`src/stve_pkg.sv`:
```
// Constants, types and register map of the subtract/test/verify execution unit
package stve_pkg;
  localparam logic [3:0] ADDR_CTRL = 4'h0;
  localparam logic [3:0] ADDR_STATUS = 4'h4;
  localparam logic [3:0] ADDR_COUNT = 4'h8;
  localparam logic [31:0] CTRL_RESET = 32'h0000_0000;
  localparam int CTRL_MODE_LSB = 0;
  localparam int CTRL_ALIGN_BIT = 2;
  localparam int CTRL_PRIV_LSB = 3;
  localparam logic [1:0] MODE_REAL = 2'h0;
  localparam logic [1:0] MODE_PROT = 2'h1;
  localparam logic [1:0] MODE_V86 = 2'h2;
  localparam logic [1:0] PRIV_USER = 2'h3;
  localparam logic [1:0] SIZE_BYTE = 2'h0;
  localparam logic [1:0] SIZE_WORD = 2'h1;
  localparam logic [1:0] SIZE_DWORD = 2'h2;
  localparam logic [7:0] OPC_SUB_RM8_R8 = 8'h28;
  localparam logic [7:0] OPC_SUB_RM_R = 8'h29;
  localparam logic [7:0] OPC_SUB_R8_RM8 = 8'h2A;
  localparam logic [7:0] OPC_SUB_R_RM = 8'h2B;
  localparam logic [7:0] OPC_SUB_AL_IMM = 8'h2C;
  localparam logic [7:0] OPC_SUB_ACC_IMM = 8'h2D;
  localparam logic [7:0] OPC_GRP1_RM8_IMM = 8'h80;
  localparam logic [7:0] OPC_GRP1_RM_IMM = 8'h81;
  localparam logic [7:0] OPC_GRP1_RM_IMM8 = 8'h83;
  localparam logic [7:0] OPC_TEST_RM8_R8 = 8'h84;
  localparam logic [7:0] OPC_TEST_RM_R = 8'h85;
  localparam logic [7:0] OPC_TEST_AL_IMM = 8'hA8;
  localparam logic [7:0] OPC_TEST_ACC_IMM = 8'hA9;
  localparam logic [7:0] OPC_GRP3_RM8 = 8'hF6;
  localparam logic [7:0] OPC_GRP3_RM = 8'hF7;
  localparam logic [7:0] OPC_EXT_UNDEF = 8'h0B;
  localparam logic [7:0] OPC_EXT_GRP6 = 8'h00;
  localparam logic [2:0] EXT_SUB = 3'h5;
  localparam logic [2:0] EXT_TEST = 3'h0;
  localparam logic [2:0] EXT_VERIFY_RD = 3'h4;
  localparam logic [2:0] EXT_VERIFY_WR = 3'h5;
  localparam logic [7:0] VEC_INVALID_OPCODE = 8'h06;
  localparam logic [7:0] VEC_STACK = 8'h0C;
  localparam logic [7:0] VEC_GENERAL = 8'h0D;
  localparam logic [7:0] VEC_PAGE = 8'h0E;
  localparam logic [7:0] VEC_ALIGN = 8'h11;
  localparam int FLAG_CARRY = 0;
  localparam int FLAG_PARITY = 1;
  localparam int FLAG_AUX = 2;
  localparam int FLAG_ZERO = 3;
  localparam int FLAG_SIGN = 4;
  localparam int FLAG_OVER = 5;
  localparam logic [5:0] MASK_ALL = 6'h3F;
  localparam logic [5:0] MASK_TEST = 6'h3B;
  localparam logic [5:0] MASK_ZERO = 6'h08;
  typedef enum logic [2:0] {CLS_NONE, CLS_SUB, CLS_TEST, CLS_UNDEF, CLS_VRD, CLS_VWR} stve_cls_t;
endpackage

```
`src/stve_exec_unit.sv`:
```
// Execution unit for subtract, logical compare, reserved opcode and segment verify
//
// The AXI4-Lite register port and the register addresses were left to the implementer.
`timescale 1ns/100ps
module stve_exec_unit (
  // Clock, reset, enable
  input wire logic aclk,
  input wire logic aresetn,
  input wire logic ce,
  // Issue from decode and operand fetch
  input wire logic issue_valid,
  input wire logic op_ext,
  input wire logic [7:0] op_byte,
  input wire logic [2:0] modrm_reg,
  input wire logic [1:0] op_size,
  input wire logic [31:0] dst_value,
  input wire logic [31:0] src_value,
  input wire logic [31:0] imm_value,
  // Memory operand description
  input wire logic mem_operand,
  input wire logic [31:0] mem_ea,
  input wire logic [31:0] seg_limit,
  input wire logic seg_is_stack,
  input wire logic seg_is_data_reg,
  input wire logic seg_null,
  input wire logic seg_writable,
  input wire logic page_fail,
  input wire logic [31:0] page_fault_code,
  // Descriptor looked up for verification
  input wire logic desc_in_table,
  input wire logic desc_code_data,
  input wire logic [3:0] desc_type,
  input wire logic [1:0] desc_priv,
  // Results
  output logic done,
  output logic [2:0] done_class,
  output logic result_we,
  output logic result_to_mem,
  output logic [31:0] result,
  output logic [5:0] flags_mask,
  output logic [5:0] flags,
  output logic fault,
  output logic [7:0] fault_vector,
  output logic [31:0] fault_code,
  // AXI4-Lite slave
  input wire logic [3:0] s_axi_awaddr,
  input wire logic s_axi_awvalid,
  output logic s_axi_awready,
  input wire logic [31:0] s_axi_wdata,
  input wire logic [3:0] s_axi_wstrb,
  input wire logic s_axi_wvalid,
  output logic s_axi_wready,
  output logic [1:0] s_axi_bresp,
  output logic s_axi_bvalid,
  input wire logic s_axi_bready,
  input wire logic [3:0] s_axi_araddr,
  input wire logic s_axi_arvalid,
  output logic s_axi_arready,
  output logic [31:0] s_axi_rdata,
  output logic [1:0] s_axi_rresp,
  output logic s_axi_rvalid,
  input wire logic s_axi_rready
);
  logic [31:0] ctrl_q;
  logic [31:0] count_q;
  logic [1:0] mode;
  logic [1:0] cur_priv;
  logic align_en;
  logic fire;
  stve_pkg::stve_cls_t cls_d;
  stve_pkg::stve_cls_t cls_q;
  logic uses_imm;
  logic byte_op;
  logic rm_dst;
  logic [4:0] msb_idx;
  logic [1:0] size;
  logic [31:0] mask;
  logic [31:0] a_op;
  logic [31:0] b_op;
  logic [31:0] sub_res;
  logic [31:0] and_res;
  logic a_msb;
  logic b_msb;
  logic r_msb;
  logic t_msb;
  logic [5:0] sub_flags;
  logic [5:0] test_flags;
  logic [32:0] mem_end;
  logic unaligned;
  logic [15:0] sel;
  logic verify_ok;
  logic fault_d;
  logic [7:0] vec_d;
  logic [31:0] code_d;

  assign mode = ctrl_q[stve_pkg::CTRL_MODE_LSB +: 2];
  assign align_en = ctrl_q[stve_pkg::CTRL_ALIGN_BIT];
  assign cur_priv = ctrl_q[stve_pkg::CTRL_PRIV_LSB +: 2];
  assign fire = issue_valid && ce;
  // Register-destination subtract forms only read the memory operand
  assign rm_dst = !(op_byte == stve_pkg::OPC_SUB_R8_RM8 || op_byte == stve_pkg::OPC_SUB_R_RM ||
                    op_byte == stve_pkg::OPC_SUB_AL_IMM || op_byte == stve_pkg::OPC_SUB_ACC_IMM);

  // Decode
  always_comb begin
    cls_d = stve_pkg::CLS_NONE;
    uses_imm = 1'b0;
    byte_op = 1'b0;
    if (op_ext) begin
      if (op_byte == stve_pkg::OPC_EXT_UNDEF) begin
        cls_d = stve_pkg::CLS_UNDEF;
      end else if (op_byte == stve_pkg::OPC_EXT_GRP6 && modrm_reg == stve_pkg::EXT_VERIFY_RD) begin
        cls_d = stve_pkg::CLS_VRD;
      end else if (op_byte == stve_pkg::OPC_EXT_GRP6 && modrm_reg == stve_pkg::EXT_VERIFY_WR) begin
        cls_d = stve_pkg::CLS_VWR;
      end
    end else begin
      case (op_byte)
        stve_pkg::OPC_SUB_RM8_R8, stve_pkg::OPC_SUB_R8_RM8: begin
          cls_d = stve_pkg::CLS_SUB;
          byte_op = 1'b1;
        end
        stve_pkg::OPC_SUB_RM_R, stve_pkg::OPC_SUB_R_RM: begin
          cls_d = stve_pkg::CLS_SUB;
        end
        stve_pkg::OPC_SUB_AL_IMM: begin
          cls_d = stve_pkg::CLS_SUB;
          uses_imm = 1'b1;
          byte_op = 1'b1;
        end
        stve_pkg::OPC_SUB_ACC_IMM: begin
          cls_d = stve_pkg::CLS_SUB;
          uses_imm = 1'b1;
        end
        stve_pkg::OPC_GRP1_RM8_IMM, stve_pkg::OPC_GRP1_RM_IMM, stve_pkg::OPC_GRP1_RM_IMM8: begin
          if (modrm_reg == stve_pkg::EXT_SUB) begin
            cls_d = stve_pkg::CLS_SUB;
          end
          uses_imm = 1'b1;
          byte_op = (op_byte == stve_pkg::OPC_GRP1_RM8_IMM);
        end
        stve_pkg::OPC_TEST_RM8_R8: begin
          cls_d = stve_pkg::CLS_TEST;
          byte_op = 1'b1;
        end
        stve_pkg::OPC_TEST_RM_R: begin
          cls_d = stve_pkg::CLS_TEST;
        end
        stve_pkg::OPC_TEST_AL_IMM, stve_pkg::OPC_GRP3_RM8: begin
          if (op_byte == stve_pkg::OPC_TEST_AL_IMM || modrm_reg == stve_pkg::EXT_TEST) begin
            cls_d = stve_pkg::CLS_TEST;
          end
          uses_imm = 1'b1;
          byte_op = 1'b1;
        end
        stve_pkg::OPC_TEST_ACC_IMM, stve_pkg::OPC_GRP3_RM: begin
          if (op_byte == stve_pkg::OPC_TEST_ACC_IMM || modrm_reg == stve_pkg::EXT_TEST) begin
            cls_d = stve_pkg::CLS_TEST;
          end
          uses_imm = 1'b1;
        end
        default: begin
          cls_d = stve_pkg::CLS_NONE;
        end
      endcase
    end
  end

  // Verify always works on a 16-bit selector whatever the operand size
  assign size = byte_op ? stve_pkg::SIZE_BYTE :
                (cls_d == stve_pkg::CLS_VRD || cls_d == stve_pkg::CLS_VWR) ? stve_pkg::SIZE_WORD : op_size;
  assign mask = (size == stve_pkg::SIZE_BYTE) ? 32'h0000_00FF :
                (size == stve_pkg::SIZE_WORD) ? 32'h0000_FFFF : 32'hFFFF_FFFF;

  // Operands; the 83 form widens its byte immediate by sign
  always_comb begin
    a_op = dst_value & mask;
    b_op = src_value & mask;
    if (uses_imm) begin
      if (!op_ext && op_byte == stve_pkg::OPC_GRP1_RM_IMM8) begin
        b_op = {{24{imm_value[7]}}, imm_value[7:0]} & mask;
      end else begin
        b_op = imm_value & mask;
      end
    end
  end

  assign sub_res = (a_op - b_op) & mask;
  assign and_res = a_op & b_op;

  // Sign position follows the operand size
  assign msb_idx = (size == stve_pkg::SIZE_BYTE) ? 5'h07 : (size == stve_pkg::SIZE_WORD) ? 5'h0F : 5'h1F;
  assign a_msb = a_op[msb_idx];
  assign b_msb = b_op[msb_idx];
  assign r_msb = sub_res[msb_idx];
  assign t_msb = and_res[msb_idx];

  always_comb begin
    sub_flags = 6'h00;
    sub_flags[stve_pkg::FLAG_CARRY] = a_op < b_op;
    sub_flags[stve_pkg::FLAG_OVER] = (a_msb ^ b_msb) & (a_msb ^ r_msb);
    sub_flags[stve_pkg::FLAG_SIGN] = r_msb;
    sub_flags[stve_pkg::FLAG_AUX] = a_op[4] ^ b_op[4] ^ sub_res[4];
    sub_flags[stve_pkg::FLAG_ZERO] = (sub_res == 32'h0000_0000);
    sub_flags[stve_pkg::FLAG_PARITY] = ~^sub_res[7:0];
    test_flags = 6'h00;
    test_flags[stve_pkg::FLAG_SIGN] = t_msb;
    test_flags[stve_pkg::FLAG_ZERO] = (and_res == 32'h0000_0000);
    test_flags[stve_pkg::FLAG_PARITY] = ~^and_res[7:0];
  end

  // Memory operand checks
  assign mem_end = {1'b0, mem_ea} + ((size == stve_pkg::SIZE_BYTE) ? 33'h0_0000_0000 :
                   (size == stve_pkg::SIZE_WORD) ? 33'h0_0000_0001 : 33'h0_0000_0003);
  assign unaligned = (size == stve_pkg::SIZE_WORD && mem_ea[0]) ||
                     (size == stve_pkg::SIZE_DWORD && mem_ea[1:0] != 2'h0);

  // Segment verification
  assign sel = src_value[15:0];
  always_comb begin
    verify_ok = (sel[15:2] != 14'h0000) && desc_in_table && desc_code_data;
    if (cls_d == stve_pkg::CLS_VWR) begin
      verify_ok = verify_ok && !desc_type[3] && desc_type[1];
    end else begin
      verify_ok = verify_ok && (!desc_type[3] || desc_type[1]);
    end
    if (!(desc_type[3] && desc_type[2])) begin
      verify_ok = verify_ok && (desc_priv >= cur_priv) && (desc_priv >= sel[1:0]);
    end
  end

  // Fault priority: opcode, then segment, limit, write, page, alignment
  always_comb begin
    fault_d = 1'b0;
    vec_d = 8'h00;
    code_d = 32'h0000_0000;
    if (cls_d == stve_pkg::CLS_UNDEF || cls_d == stve_pkg::CLS_NONE) begin
      fault_d = 1'b1;
      vec_d = stve_pkg::VEC_INVALID_OPCODE;
    end else if ((cls_d == stve_pkg::CLS_VRD || cls_d == stve_pkg::CLS_VWR) && mode != stve_pkg::MODE_PROT) begin
      fault_d = 1'b1;
      vec_d = stve_pkg::VEC_INVALID_OPCODE;
    end else if (mem_operand) begin
      if (mode == stve_pkg::MODE_PROT && seg_is_data_reg && seg_null) begin
        fault_d = 1'b1;
        vec_d = stve_pkg::VEC_GENERAL;
      end else if (mem_end > {1'b0, seg_limit}) begin
        fault_d = 1'b1;
        vec_d = seg_is_stack ? stve_pkg::VEC_STACK : stve_pkg::VEC_GENERAL;
      end else if (mode == stve_pkg::MODE_PROT && cls_d == stve_pkg::CLS_SUB && rm_dst && !seg_writable) begin
        fault_d = 1'b1;
        vec_d = stve_pkg::VEC_GENERAL;
      end else if (mode != stve_pkg::MODE_REAL && page_fail) begin
        fault_d = 1'b1;
        vec_d = stve_pkg::VEC_PAGE;
        code_d = page_fault_code;
      end else if (align_en && unaligned &&
                   (mode == stve_pkg::MODE_V86 || (mode == stve_pkg::MODE_PROT && cur_priv == stve_pkg::PRIV_USER))) begin
        fault_d = 1'b1;
        vec_d = stve_pkg::VEC_ALIGN;
      end
    end
  end

  // Result stage
  always_ff @(posedge aclk) begin
    if (!aresetn) begin
      done <= 1'b0;
      cls_q <= stve_pkg::CLS_NONE;
      result_we <= 1'b0;
      result_to_mem <= 1'b0;
      result <= 32'h0000_0000;
      flags_mask <= 6'h00;
      flags <= 6'h00;
      fault <= 1'b0;
      fault_vector <= 8'h00;
      fault_code <= 32'h0000_0000;
    end else if (ce) begin
      done <= issue_valid;
      result_we <= 1'b0;
      if (issue_valid) begin
        cls_q <= cls_d;
        fault <= fault_d;
        fault_vector <= vec_d;
        fault_code <= code_d;
        result_to_mem <= mem_operand && rm_dst;
        result <= 32'h0000_0000;
        flags_mask <= 6'h00;
        flags <= 6'h00;
        if (!fault_d) begin
          case (cls_d)
            stve_pkg::CLS_SUB: begin
              result_we <= 1'b1;
              result <= sub_res;
              flags_mask <= stve_pkg::MASK_ALL;
              flags <= sub_flags;
            end
            stve_pkg::CLS_TEST: begin
              flags_mask <= stve_pkg::MASK_TEST;
              flags <= test_flags;
            end
            stve_pkg::CLS_VRD, stve_pkg::CLS_VWR: begin
              flags_mask <= stve_pkg::MASK_ZERO;
              flags[stve_pkg::FLAG_ZERO] <= verify_ok;
            end
            default: begin
              flags_mask <= 6'h00;
            end
          endcase
        end
      end
    end
  end
  assign done_class = cls_q;

  // Count of instructions that complete without a fault, readable by software
  always_ff @(posedge aclk) begin
    if (!aresetn) begin
      count_q <= 32'h0000_0000;
    end else if (fire && !fault_d) begin
      count_q <= count_q + 32'h0000_0001;
    end
  end

  // Register write channel; address and data are taken together
  always_ff @(posedge aclk) begin
    if (!aresetn) begin
      ctrl_q <= stve_pkg::CTRL_RESET;
      s_axi_awready <= 1'b0;
      s_axi_wready <= 1'b0;
      s_axi_bvalid <= 1'b0;
      s_axi_bresp <= 2'h0;
    end else if (ce) begin
      s_axi_awready <= 1'b0;
      s_axi_wready <= 1'b0;
      if (s_axi_bvalid && s_axi_bready) begin
        s_axi_bvalid <= 1'b0;
      end
      if (!s_axi_bvalid && !s_axi_awready && s_axi_awvalid && s_axi_wvalid) begin
        s_axi_awready <= 1'b1;
        s_axi_wready <= 1'b1;
      end
      // Response and write only at the handshake edge, never before it
      if (s_axi_awready && s_axi_awvalid) begin
        s_axi_bvalid <= 1'b1;
        if (s_axi_awaddr[3:2] == stve_pkg::ADDR_CTRL[3:2]) begin
          s_axi_bresp <= 2'h0;
          if (s_axi_wstrb[0]) begin
            ctrl_q[7:0] <= s_axi_wdata[7:0];
          end
        end else begin
          // Status and count are read only, so writes there are refused too
          s_axi_bresp <= 2'h2;
        end
      end
    end
  end

  // Register read channel
  always_ff @(posedge aclk) begin
    if (!aresetn) begin
      s_axi_arready <= 1'b0;
      s_axi_rvalid <= 1'b0;
      s_axi_rdata <= 32'h0000_0000;
      s_axi_rresp <= 2'h0;
    end else if (ce) begin
      s_axi_arready <= 1'b0;
      if (s_axi_rvalid && s_axi_rready) begin
        s_axi_rvalid <= 1'b0;
      end
      if (!s_axi_rvalid && !s_axi_arready && s_axi_arvalid) begin
        s_axi_arready <= 1'b1;
      end
      if (s_axi_arready && s_axi_arvalid) begin
        s_axi_rvalid <= 1'b1;
        s_axi_rresp <= 2'h0;
        case (s_axi_araddr[3:2])
          stve_pkg::ADDR_CTRL[3:2]: s_axi_rdata <= {24'h00_0000, ctrl_q[7:0]};
          stve_pkg::ADDR_STATUS[3:2]: s_axi_rdata <= {12'h000, fault, fault_vector, flags, 2'h0, cls_q};
          stve_pkg::ADDR_COUNT[3:2]: s_axi_rdata <= count_q;
          default: begin
            s_axi_rdata <= 32'h0000_0000;
            s_axi_rresp <= 2'h2;
          end
        endcase
      end
    end
  end
endmodule

```
`config.mk`:
```
export PLATFORM = sky130hd
export DESIGN_NAME = stve_exec_unit
export DESIGN_NICKNAME = d
export VERILOG_FILES = /design/src/stve_pkg.sv /design/src/stve_exec_unit.sv
export SDC_FILE = /design/constraint.sdc
export NUM_CORES = 1
export LEC_CHECK = 0
export BUFFER_PORTS_ARGS = -buffer_cell sky130_fd_sc_hd__clkbuf_2
export CAP_MARGIN = 20
export CORE_ASPECT_RATIO = 0.6
export CORE_MARGIN = 2
export CORE_UTILIZATION = 40
export DETAILED_ROUTE_END_ITERATION = 12
export PLACE_DENSITY = 0.77
export SLEW_MARGIN = 10
export SYNTH_ARGS = -nofsm -noshare
export SYNTH_HDL_FRONTEND = slang
export SYNTH_SLANG_ARGS = --single-unit
```
`constraint.sdc`:
```
create_clock -name aclk -period 12.57 [get_ports aclk]
set_clock_uncertainty 0.1 [all_clocks]
set_input_delay 0.6285 -clock aclk [delete_from_list [all_inputs] [get_ports aclk]]
set_output_delay 0.6285 -clock aclk [all_outputs]
set_load 0.03 [all_outputs]
```
==> out/metrics.cfg <==
[global_route]
antenna_found_initial = 3
grt_overflow = 0
grt_pass1_vias = 12200
grt_pass1_wl_um = 66800
grt.total_usage_pct = 26.6
grt_max_degree = 93

[logic_synthesis]
synth_top_area_share_pct = 27.0
yosys_warnings = 0
synth_area_um2 = 12100
synth_area_leaders = dfxtp_1 (27%), ha_1 (12%), nor2_1 (5.3%)
synth_cell_type_count = 86
synthArstFlopShare_pct = 0
yosysSeqAreaShare_pct = 27.0
synthCells = 1576
synth_flop_cell = dfxtp_1
synth-seq-cells = 163
avgSynthCellArea_um2 = 7.66
synth_edf_count = 0
synth_top_cell_by_area = dfxtp_1

[timing]
max_slew_margin_pct = 33.0
max_freq_ghz = 0.129
finalCritPeriodShare_pct = 61.8
tns_ps = 0
drv_slew = 0
period_minus_slack_ps = 7770
worst_slew_pin_slew_ps = 1000
rsz0062_at_grt = no
hold_viol_final = 0
finalSetupViolCount = 0
worst_hold_slack_ps = 312

[place]
dpl-instance-area_um2 = 14100
port_buffers = 367
gp_congestion = 0.943
dp.cells = 2272
dpl.hpwl_um = 34100

[setup_path]
slowest_stage = nand4_1
crit_arrival_ps = 8040
timing.rr.end = result[12]$_SDFFE_PN0P_
worstPathMaxFanout = 20
r2r_cells = 10
start_kind = primary input
cp-end-kind = flop
cp.required_ps = 12840
cp_common_cell = nand3_1
r2r_slack_ps = 9290
r2r-start = ctrl_q[1]$_SDFFE_PN0P_
critPathMaxStageDelay_ps = 800
crit_type = primary input to flop

[pwr]
ir_drop_v = 0.0000667
power_density_nw_per_um2 = 96.8
p_leak_uw = 0.00675

[final_layout]
final_layout_size_suffix_gt1_share_pct = 23.6
layout.nets = 2269
n_fill_cell = 2949
areaGrowthSynthToFinish_pct = 21.8
fin_cells = 2307
final_cell_area_um2 = 14700

[routing]
wl_um = 43200
drt-pass1-iter-count = 6
drt_iter0_drc = 1157
post_drt_wl_per_cell_um = 18.7
avgViaCountPerCell = 5.53
ant_nets = 0
vias = 12800
drc_errors = 0

[clock_tree]
ctsResizeCount = 0
cts_made_buffers = 17
clock_latency_ps = 450
cts.clk_slew.worst_paths_ps = 80
cts-root-buf = clkbuf_16
clk_path_buf_depth = 2
postCtsSetupRepairBufs = 0
hold_buffers = 0
cts_tree = yes
clock-sinks = 163
cts_max_level = 4

[die]
core_area_um2 = 29900
rows = 49
die_x_um = 228
die_y_um = 139
dieArea_um2 = 31600
num_io_pins = 405
start_util_pct = 40.4

[worst_hold_path]
hp-start = s_axi_wdata[5]
hp-class = primary input to flop
hold_path_end = ctrl_q[5]$_SDFFE_PN0P_
min_path_cells = 3

[flow_run]
drv_cap = 0

[run_status]
status = finished, final reports clean

==> report_power, final <==
group	leakage [uW]	switching [uW]	internal (uW)
clock network	0.000290	251	282
registers	0.00131	3.19	519
logic	0.00515	225	142
==> cells in the final DEF, fill, tap and decap left out, types with 4 or more instances in the layout <==
master / count
clkbuf_2: 367
nor2_1: 172
dfxtp_1: 163
nand2_1: 126
a21oi_1: 119
ha_1: 111
inv_1: 106
o21ai_0: 84
nand3_1: 57
xnor2_1: 47
and2_1: 39
a22oi_1: 39
nand4_1: 38
nand2b_1: 36
nor3_1: 34
mux2i_1: 29
xor2_1: 28
a21o_1: 21
a32oi_1: 17
or3_1: 17
clkbuf_16: 17
and3_1: 16
a211oi_1: 16
a31oi_1: 13
nor2b_1: 11
a221oi_1: 11
nor4_1: 10
buf_4: 9
o21a_1: 8
and4_1: 7
o211ai_1: 7
or2_2: 6
a2bb2oi_1: 5
conb_1: 5
a2111o_1: 4
o2111ai_1: 4
inv_6: 4
==> metrics by stage <==
stage	setup slack, ps	power [uW]	utilization [%]
after floorplan	6320	769	-
after global placement	4670	889	47.3
after detailed placement	4570	892	47.3
after CTS	5030	1430	49.2
after global routing	4280	1490	49.3
final	4800	1420	49.3
==> per-layer routing <==
metal | track usage [%] | wire (um)
met5 | 0 | 0
met4 | 8.70 | 924
met3 | 6.27 | 3380
met2 | 39.2 | 18000
met1 | 38.1 | 21000
==> critical path, delay by kind of cell <==
kind / cells / cell delay (ps)
AOI/OAI and AO/OA: 6 / 1260
xor gates and xnor gates: 1 / 130
adders and majority gates: 2 / 660
buffers and inverters: 3 / 970
and+or+nand+nor: 14 / 4380
==> flip-flops by register name, indices dropped and copies added (netlist names) <==
signal and count:
count_q 32, ctrl_q 8, done 1, done_class 3, fault 1, fault_code 32, fault_vector 5, flags 6
flags_mask 3, result 32, result_to_mem 1, result_we 1, s_axi_arready 1, s_axi_bresp 1, s_axi_bvalid 1, s_axi_rdata 32
s_axi_rresp 1, s_axi_rvalid 1, s_axi_wready 1
==> worst max-delay path by stage <==
stage,from,end,depth (start not counted)
after floorplan,op_byte[2],fault_code[10]$_SDFFE_PN0P_,27
after global placement,op_byte[2],result[12]$_SDFFE_PN0P_,23
after detailed placement,op_byte[2],result[12]$_SDFFE_PN0P_,26
after CTS,op_byte[2],result[12]$_SDFFE_PN0P_,26
after global routing,op_byte[2],result[12]$_SDFFE_PN0P_,26
final,op_byte[2],result[12]$_SDFFE_PN0P_,26
==> logic make-up after synthesis <==
family	count (synthesis)	share of synthesized area, %
AND/OR/NAND/NOR	601	24.8
AO/OA/AOI/OAI	392	21.5
buffers and inverters	199	6.69
flip-flops	163	27.0
adder cells (fa/ha/maj)	113	11.8
XOR/XNOR	75	5.44
multiplexers	32	2.68
other	1	0.0311
==> final cells by class <==
class                   count  area [um^2]  share of cell area [%]
inverters                 107          404                    2.75
clock inverters            15          166                    1.13
well taps                 408          510                    3.47
repair buffers            376         1900                    12.9
diodes                      3         7.51                  0.0510
multi-input cells        1218         8030                    54.6
flip-flops and latches    163         3260                    22.2
clock buffers              17          425                    2.89
==> synth_stat cells, drive strengths merged (4+ instances only) <==
library cell	number
a22oi	39
a211oi	17
o211ai	7
nand2b	36
dfxtp	163
xor2	28
xnor2	47
buf	35
nand3	59
a2111o	4
or2	7
and2	42
and3	16
nor2b	12
ha	111
mux2i	29
clkbuf	57
nor3	36
nor4b	5
and4	8
a32oi	17
o21ai	88
nor2	173
or3	17
a21o	22
and3b	4
o21bai	4
a21oi	121
a31oi	13
inv	107
o21a	9
a221oi	14
nor4	11
nand4	38
nand2	127
o2111ai	4
a2bb2oi	5
No activity file was read; power rests on OpenSTA's default activity.
